**config.mk**
```make
export PLATFORM = sky130hd
export DESIGN_NAME = sync_symbol_encoder
export DESIGN_NICKNAME = d
export VERILOG_FILES = /design/src/rtl/sync_enc_pkg.sv /design/src/rtl/tone_point_if.sv /design/src/rtl/sync_tone_mapper.sv /design/src/rtl/sync_symbol_encoder.sv
export VERILOG_INCLUDE_DIRS = /design/src /design/src/rtl
export SDC_FILE = /design/constraint.sdc
export NUM_CORES = 1
export LEC_CHECK = 0
export BUFFER_PORTS_ARGS = -buffer_cell sky130_fd_sc_hd__buf_2
export CAP_MARGIN = 5
export CORE_MARGIN = 8
export CORE_UTILIZATION = 47
export CTS_CLUSTER_DIAMETER = 40
export DETAILED_ROUTE_END_ITERATION = 10
export PLACE_DENSITY = 0.71
export SETUP_SLACK_MARGIN = 0.1
export SLEW_MARGIN = 25
export SYNTH_ARGS = -nofsm -noshare
export SYNTH_HDL_FRONTEND = slang
export SYNTH_SLANG_ARGS = --single-unit
```
**constraint.sdc**
```tcl
create_clock -name clk -period 3.1 [get_ports clk]
set_clock_uncertainty 0.05 [all_clocks]
set_input_delay 0.155 -clock clk [delete_from_list [all_inputs] [get_ports clk]]
set_output_delay 0.155 -clock clk [all_outputs]
set_load 0.01 [all_outputs]
```
**src/rtl/sync_enc_cfg.svh**
```systemverilog
`ifndef SYNC_ENC_CFG_SVH
`define SYNC_ENC_CFG_SVH
// symbols per superframe period, data symbols between sync symbols
`define SYMS_PER_PERIOD 257
`define DATA_SYMS 256
// sync training signal: symbols per segment, segments
`define TRAIN_SEG_LEN 5
`define TRAIN_SEGS 3
// sync frame bit value for the all-ones pattern
`define FRAME_ONES 1'b1
// 4-QAM bit pair to constellation: 0 maps to +1, 1 to -1
`define QAM_UNIT_W 16
`endif

```
**src/rtl/sync_enc_pkg.sv**
```systemverilog
package sync_enc_pkg;
   typedef enum logic [1:0] {
      MODE_IDLE = 2'b00,
      MODE_TRAIN = 2'b01,
      MODE_SHOW = 2'b10
   } enc_mode_e;
   typedef logic [1:0] quad_t;
endpackage

```
**src/rtl/tone_point_if.sv**
```systemverilog
`timescale 1ns/100ps
interface tone_point_if #(parameter int W = 16);
   logic valid;
   logic frameBit;
   logic [1:0] rot;
   logic active;
   logic supported;
   logic masked;
   logic initMode;
   logic [W-1:0] gain;
   logic [W-1:0] psdScale;
   logic [W-1:0] outX;
   logic [W-1:0] outY;
   logic outValid;
   modport ctrl(output valid, frameBit, rot, active, supported, masked, initMode, gain, psdScale,
                input outX, outY, outValid);
   modport mapper(input valid, frameBit, rot, active, supported, masked, initMode, gain, psdScale,
                  output outX, outY, outValid);
endinterface

```
**src/rtl/sync_tone_mapper.sv**
```systemverilog
`timescale 1ns/100ps
`include "sync_enc_cfg.svh"
module sync_tone_mapper
   import sync_enc_pkg::*;
#(
   parameter int W = `QAM_UNIT_W
) (
   input wire logic clk,
   input wire logic rstn,
   tone_point_if.mapper tp
);
   logic signed [W-1:0] mag;
   logic signed [W-1:0] x0;
   logic signed [W-1:0] y0;
   logic signed [W-1:0] xr;
   logic signed [W-1:0] yr;
   logic signed [2*W-1:0] px;
   logic signed [2*W-1:0] py;

   // ****************
   // 4-QAM map and quadrant rotation
   // ****************
   always_comb begin
      // init symbols use the PSD-level scale, showtime the per-tone gain product
      mag = tp.initMode ? tp.psdScale : tp.gain;
      x0 = tp.frameBit ? -mag : mag; // both bits equal: 00 or 11
      y0 = tp.frameBit ? -mag : mag;
      case (tp.rot) // rotation by multiples of 90 degrees
         2'h0: begin xr = x0; yr = y0; end
         2'h1: begin xr = -y0; yr = x0; end
         2'h2: begin xr = -x0; yr = -y0; end
         default: begin xr = y0; yr = -x0; end
      endcase
      px = {{W{xr[W-1]}}, xr};
      py = {{W{yr[W-1]}}, yr};
   end

   always_ff @(posedge clk) begin
      if (!rstn) begin
         tp.outX <= {W{1'b0}};
         tp.outY <= {W{1'b0}};
         tp.outValid <= 1'b0;
      end else begin
         tp.outValid <= tp.valid;
         if (tp.active) begin
            tp.outX <= px[W-1:0];
            tp.outY <= py[W-1:0];
         end else begin
            // inactive tones get zero, supported or not; masked tones also zero
            tp.outX <= {W{1'b0}};
            tp.outY <= {W{1'b0}};
         end
      end
   end
endmodule

```
**src/rtl/sync_symbol_encoder.sv**
```systemverilog
`timescale 1ns/100ps
`include "sync_enc_cfg.svh"
// Function
// - each active tone carries bit pair 00 or 11, same for all, via 4-QAM.
// - each active point rotated by its tone's 2-bit quadrant scrambler value.
// - quadrant scrambler restarted (reset mode) at every sync symbol.
// - pilot tones are never inserted into sync symbols.
// - in showtime, reconfiguration timing is signalled by inverting the sync frame.
// - supported but inactive, unmasked tones may carry any point.
// - sync points use same gain, normalization and shaping as data.
// - one sync symbol per 257 symbols, after every 256 data symbols.
// - as responder, emit polarity inversion when reconfiguration takes effect.
// - polarity held on later sync symbols until next marker.
// - first showtime sync symbol carries all ones.
// - training: five ones, five zeros, five ones sync symbols.
// - initialization points scaled to the applicable PSD level.
module sync_symbol_encoder
   import sync_enc_pkg::*;
#(
   parameter int W = `QAM_UNIT_W,
   parameter int PERIOD = `SYMS_PER_PERIOD,
   parameter int SEG_LEN = `TRAIN_SEG_LEN
) (
   input wire logic clk,
   input wire logic rstn,
   input wire logic showtimeStart,
   input wire logic trainStart,
   input wire logic symbolStart,
   input wire logic reconfigMark,
   input wire logic toneValid,
   input wire logic toneLast,
   input wire logic toneActive,
   input wire logic toneSupported,
   input wire logic toneMasked,
   input wire logic tonePilot,
   input wire logic [1:0] scramblerQuad,
   input wire logic [W-1:0] toneGain,
   input wire logic [W-1:0] psdScale,
   output logic scramblerReset,
   output logic syncSymbol,
   output logic trainDone,
   output logic framePolarity,
   output logic pointValid,
   output logic [W-1:0] pointX,
   output logic [W-1:0] pointY,
   output logic pilotInsert
);
   localparam int CW = $clog2(PERIOD);
   localparam int TW = $clog2(SEG_LEN * `TRAIN_SEGS + 1);
   // the sync slot is the last index of the period, so a shortened PERIOD keeps its spacing
   localparam logic [CW-1:0] LAST_DATA = CW'(PERIOD - 1);
   localparam logic [TW-1:0] TRAIN_LEN = TW'(SEG_LEN * `TRAIN_SEGS);
   localparam logic [TW-1:0] SEG = TW'(SEG_LEN);

   // ****************
   // state
   // ****************
   enc_mode_e mode;
   logic [CW-1:0] symCount;
   logic [TW-1:0] trainCount;
   logic polarity;
   logic markPending;
   logic inSync;
   logic syncEntry;
   logic curFrame;
   logic [1:0] rotD;
   logic validD;
   logic activeD;
   logic supD;
   logic maskD;
   logic [W-1:0] gainD;
   logic [W-1:0] psdD;
   logic frameD;
   logic initD;
   tone_point_if #(.W(W)) tp();

   // ****************
   // training pattern
   // ****************
   // training frame pattern: middle segment of zeros
   function automatic logic train_frame(input logic [TW-1:0] idx);
      return !(idx >= SEG && idx < SEG + SEG);
   endfunction

   // ****************
   // mode and symbol counting
   // ****************
   always_ff @(posedge clk) begin
      if (!rstn) begin
         mode <= MODE_IDLE;
         symCount <= '0;
         trainCount <= '0;
      end else if (showtimeStart) begin
         mode <= MODE_SHOW;
         symCount <= '0;
      end else if (trainStart) begin
         mode <= MODE_TRAIN;
         trainCount <= '0;
      end else if (symbolStart) begin
         case (mode)
            MODE_SHOW: symCount <= (symCount == LAST_DATA) ? '0 : symCount + 1'b1;
            MODE_TRAIN: begin
               if (trainCount == TRAIN_LEN - 1'b1)
                  mode <= MODE_IDLE;
               trainCount <= trainCount + 1'b1;
            end
            default: ;
         endcase
      end
   end

   // ****************
   // sync symbol decode
   // ****************
   // symbol index 256 of each period is the sync symbol, after 256 data symbols
   assign inSync = (mode == MODE_TRAIN) || (mode == MODE_SHOW && symCount == LAST_DATA);
   // looks at the symbol being entered, so the scrambler restarts as the sync symbol opens
   assign syncEntry = !showtimeStart && (trainStart || (symbolStart &&
      ((mode == MODE_SHOW && symCount == LAST_DATA - 1'b1) ||
      (mode == MODE_TRAIN && trainCount != TRAIN_LEN - 1'b1))));
   assign curFrame = (mode == MODE_TRAIN) ? train_frame(trainCount) : polarity;

   // ****************
   // sync frame polarity
   // ****************
   // a marker request arms a toggle applied at the next sync symbol boundary, so a request
   // landing mid-period is never lost and never splits a symbol
   always_ff @(posedge clk) begin
      if (!rstn) begin
         polarity <= `FRAME_ONES;
         markPending <= 1'b0;
      end else if (showtimeStart) begin
         polarity <= `FRAME_ONES;
         markPending <= 1'b0;
      end else begin
         if (symbolStart && mode == MODE_SHOW && symCount == LAST_DATA - 1'b1 && (markPending || reconfigMark)) begin
            polarity <= ~polarity;
            markPending <= 1'b0;
         end else if (reconfigMark && mode == MODE_SHOW) begin
            markPending <= 1'b1; // held otherwise
         end
      end
   end

   // ****************
   // status outputs
   // ****************
   always_ff @(posedge clk) begin
      if (!rstn) begin
         scramblerReset <= 1'b0;
         syncSymbol <= 1'b0;
         trainDone <= 1'b0;
         framePolarity <= `FRAME_ONES;
         pilotInsert <= 1'b0;
      end else begin
         scramblerReset <= syncEntry;
         syncSymbol <= inSync;
         trainDone <= symbolStart && mode == MODE_TRAIN && trainCount == TRAIN_LEN - 1'b1;
         framePolarity <= curFrame;
         pilotInsert <= toneValid && tonePilot && mode == MODE_SHOW && !inSync;
      end
   end

   // ****************
   // tone stage registers
   // ****************
   always_ff @(posedge clk) begin
      if (!rstn) begin
         validD <= 1'b0;
         activeD <= 1'b0;
         supD <= 1'b0;
         maskD <= 1'b0;
         rotD <= 2'h0;
         gainD <= '0;
         psdD <= '0;
         frameD <= 1'b0;
         initD <= 1'b0;
      end else begin
         validD <= toneValid && inSync;
         activeD <= toneActive;
         supD <= toneSupported;
         maskD <= toneMasked;
         rotD <= scramblerQuad;
         gainD <= toneGain;
         psdD <= psdScale;
         frameD <= curFrame;
         initD <= mode == MODE_TRAIN;
      end
   end

   // ****************
   // mapper stage
   // ****************
   assign tp.valid = validD;
   assign tp.frameBit = frameD;
   assign tp.rot = rotD;
   assign tp.active = activeD && !maskD;
   assign tp.supported = supD;
   assign tp.masked = maskD;
   assign tp.initMode = initD;
   assign tp.gain = gainD;
   assign tp.psdScale = psdD;

   sync_tone_mapper #(.W(W)) u_map (
      .clk(clk),
      .rstn(rstn),
      .tp(tp)
   );

   // ****************
   // point outputs
   // ****************
   always_ff @(posedge clk) begin
      if (!rstn) begin
         pointValid <= 1'b0;
         pointX <= '0;
         pointY <= '0;
      end else begin
         pointValid <= tp.outValid;
         pointX <= tp.outX;
         pointY <= tp.outY;
      end
   end
endmodule

```
==> out/metrics.csv <==
stage,metric,value,unit
floorplanning,core-area,10370,µm²
synth,ys_ff_latch,125,
clock_network,path_clk_slew,0.06,ns
drt,routedWlPerCell,13.28,µm
global_routing,grt_first_pass_wirelength,17570,µm
clock_network,cts_max_level,4,
drt,drt_iter0_markers,143,
floorplanning,start_util,48.46,%
drt,viasPerCell,4.816,
synth,yosysSeqAreaShare,49.80,%
outcome,status,"complete, no violations",
global_routing,antenna_found_initial,0,
floorplanning,die_y,119.4,µm
clock_network,cts_tree,yes,
drt,dr.pass1.iters,4,
timing,fin_crit,3.082,ns
clock_network,cts-root-buf,clkbuf_8,
synth,synth_top_area_share,49.80,%
synth,synthesis.area,5025,µm²
place,dp_cells,719,
clock_network,clock_sinks,125,
critical_path,arrival,3.43,ns
synth,synth_edf_count,0,
pwr,p_per_area,612.2,nW/µm²
timing,setup_slack,0.01763,ns
synth,syn_inst,515,
drt,vias,3838,
synth,synthDistinctLibCells,48,
finish,antennaDiodeCount,0,
timing,finalCritPeriodShare,99.43,%
clock_network,clk_latency,0.51,ns
global_routing,grt_max_degree,42,
pwr,ir_drop,0.0003490,V
timing,rsz0062_at_grt,yes,
place,dp_hpwl,7193,µm
synth,synthTopCellsByArea,"dfxtp_1 (50%), and2_1 (9.1%), xnor2_1 (6.4%), nor2_1 (4.1%), mux2i_1 (3.6%)",
floorplanning,num_rows,37,
clock_network,cts_buffers,17,
synth,ys_warn_count,0,
worst_hold_path,hold_class,input pin to flop,
synth,synth_most_common_cell,dfxtp_1,
synth,synth_nets,572,
drt,postRouteAntennaNets,0,
pwr,p_total,4.192,mW
place,gp_congestion,0.8296,
pwr,p_leak,2.864,nW
run,drv_cap,0,
timing,setup_viol,0,
floorplanning,dieArea,14260,µm²
place,io_buffers,81,
timing,tightest_slew,0.6427,ns
synth,synthFlopType,dfxtp_1,
critical_path,end_kind,flop,
drt,drc,0,
global_routing,grtUsageTotal,15.16,%
critical_path,crit_type,flop to flop,
critical_path,worstPathMaxFanout,10,
drt,wirelength,10580,µm
timing,timing.hold.ws,0.01206,ns
finish,area_delta_synth_final,36.28,%
timing,relSlewSlack,57.15,%
synth,synth.avg_cell_area,9.757,µm²
finish,nets,705,
finish,drive_gt1_share,25.26,%
timing,maxSlewViolCount,0,
synth,synth_area_leader_cell,dfxtp_1,
finish,finalCoreUtilization,66.04,%
finish,stdcell_count,797,
critical_path,start_kind,flop,
global_routing,grt_pass1_vias,3853,
synth,async_reset_ff_share,0,%
timing,hold_viol,0,
floorplanning,num_io_pins,84,
place,pre_cts_slack,-0.04852,ns
critical_path,crit_required,3.45,ns
synth,ys_top_cells_by_count,"dfxtp_1 (125), and2_1 (73), nor2_1 (55)",
timing,fmax,324.4,MHz
clock_network,cts.path.max_buffers,2,
floorplanning,die_x,119.4,µm
global_routing,grt_overflow,0,
[repair_timing]
action / in CTS / in global routing
hold endpoints to repair: 47 / 0
hold buffers: 44 / 0
setup endpoints to repair: 11 / 13
pin swaps: 1 / 3
buffers inserted: 1 / 0
resized for setup: 7 / 16
gates cloned: 0 / 1
[through the flow]
stage / cell area (µm²) / setup TNS [ns]
6_report: 6848 / 0
5_1_grt: 6848 / -0.4959
4_1_cts: 6730 / 0
3_5_place_dp: 5643 / -0.1055
3_3_place_gp: 5643 / 0
2_1_floorplan: 5110 / -0.2430
[per-layer routing]
layer	track usage (%)	wire [µm]
met3	5.621	575
met5	0	0
met2	24.73	5088
met1	17.16	4738
met4	7.572	178
[critical path, stage by stage (launching register included)]
cell	delay (ns)
dfxtp_4	0.41
mux2i_4	0.27
ha_2	0.21
or4b_4	0.47
nand3_2	0.11
xnor2_2	0.11
nand4b_1	0.15
or4b_4	0.56
buf_6	0.17
o31ai_2	0.26
xnor2_1	0.15
nor2_1	0.05
[final cells by class]
class,count,area [µm²]
Clock buffer,22,462.9
Clock inverter,10,137.6
Fill cell,834,3522
Inverter,13,48.80
Multi-Input combinational cell,352,2567
Sequential cell,125,2506
Tap cell,136,170.2
Timing Repair Buffer,139,954.7
[path summary, 6_finish.rpt]
check                                      start                end  slack, ns  depth (start not counted)
worst min register to register  u_map.tp.outY[2]          pointY[2]       0.38                          1
worst min-delay path                        rstn      framePolarity       0.01                          2
worst max register to register             initD  u_map.tp.outX[13]       0.02                         11
worst max-delay path                       initD  u_map.tp.outX[13]       0.02                         11
[registers in the layout (all words and copies together), names as in the netlist, 2 cells and up]
| register | flops |
|---|---|
| rotD | 2 |
| u_map.tp.outY | 16 |
| trainCount | 4 |
| symCount | 9 |
| pointX | 16 |
| pointY | 15 |
| psdD | 16 |
| u_map.tp.outX | 15 |
| mode | 2 |
| gainD | 16 |
[report_power, final]
group	total (mW)	switching, mW	internal, mW	leakage (nW)
sequential	1.69	0.0289	1.66	1.02
clock	1.96	0.671	1.29	0.291
combinational	0.543	0.281	0.262	1.55
total	4.19	0.981	3.21	2.86
[cells by family after synthesis]
family,Yosys count,synth area share (%)
mux,19,3.810
simple gates,212,22.88
compound gates,61,8.541
xor+xnor,48,8.665
fa+ha+maj,11,2.739
buf+inv,39,3.561
flops,125,49.80
[cell usage in the layout (no fill, tap or decap), types with 12 or more instances in the layout]
cell           count
dfxtp_1          124
buf_2             81
and2_1            73
nor2_1            55
dlygate4sd3_1     44
xnor2_1           32
nand2_1           19
a21oi_1           19
mux2i_1           16
clkbuf_16         16
inv_1             13
buf_4             13
nor3_1            12
Power figures use the tool's default switching activity.
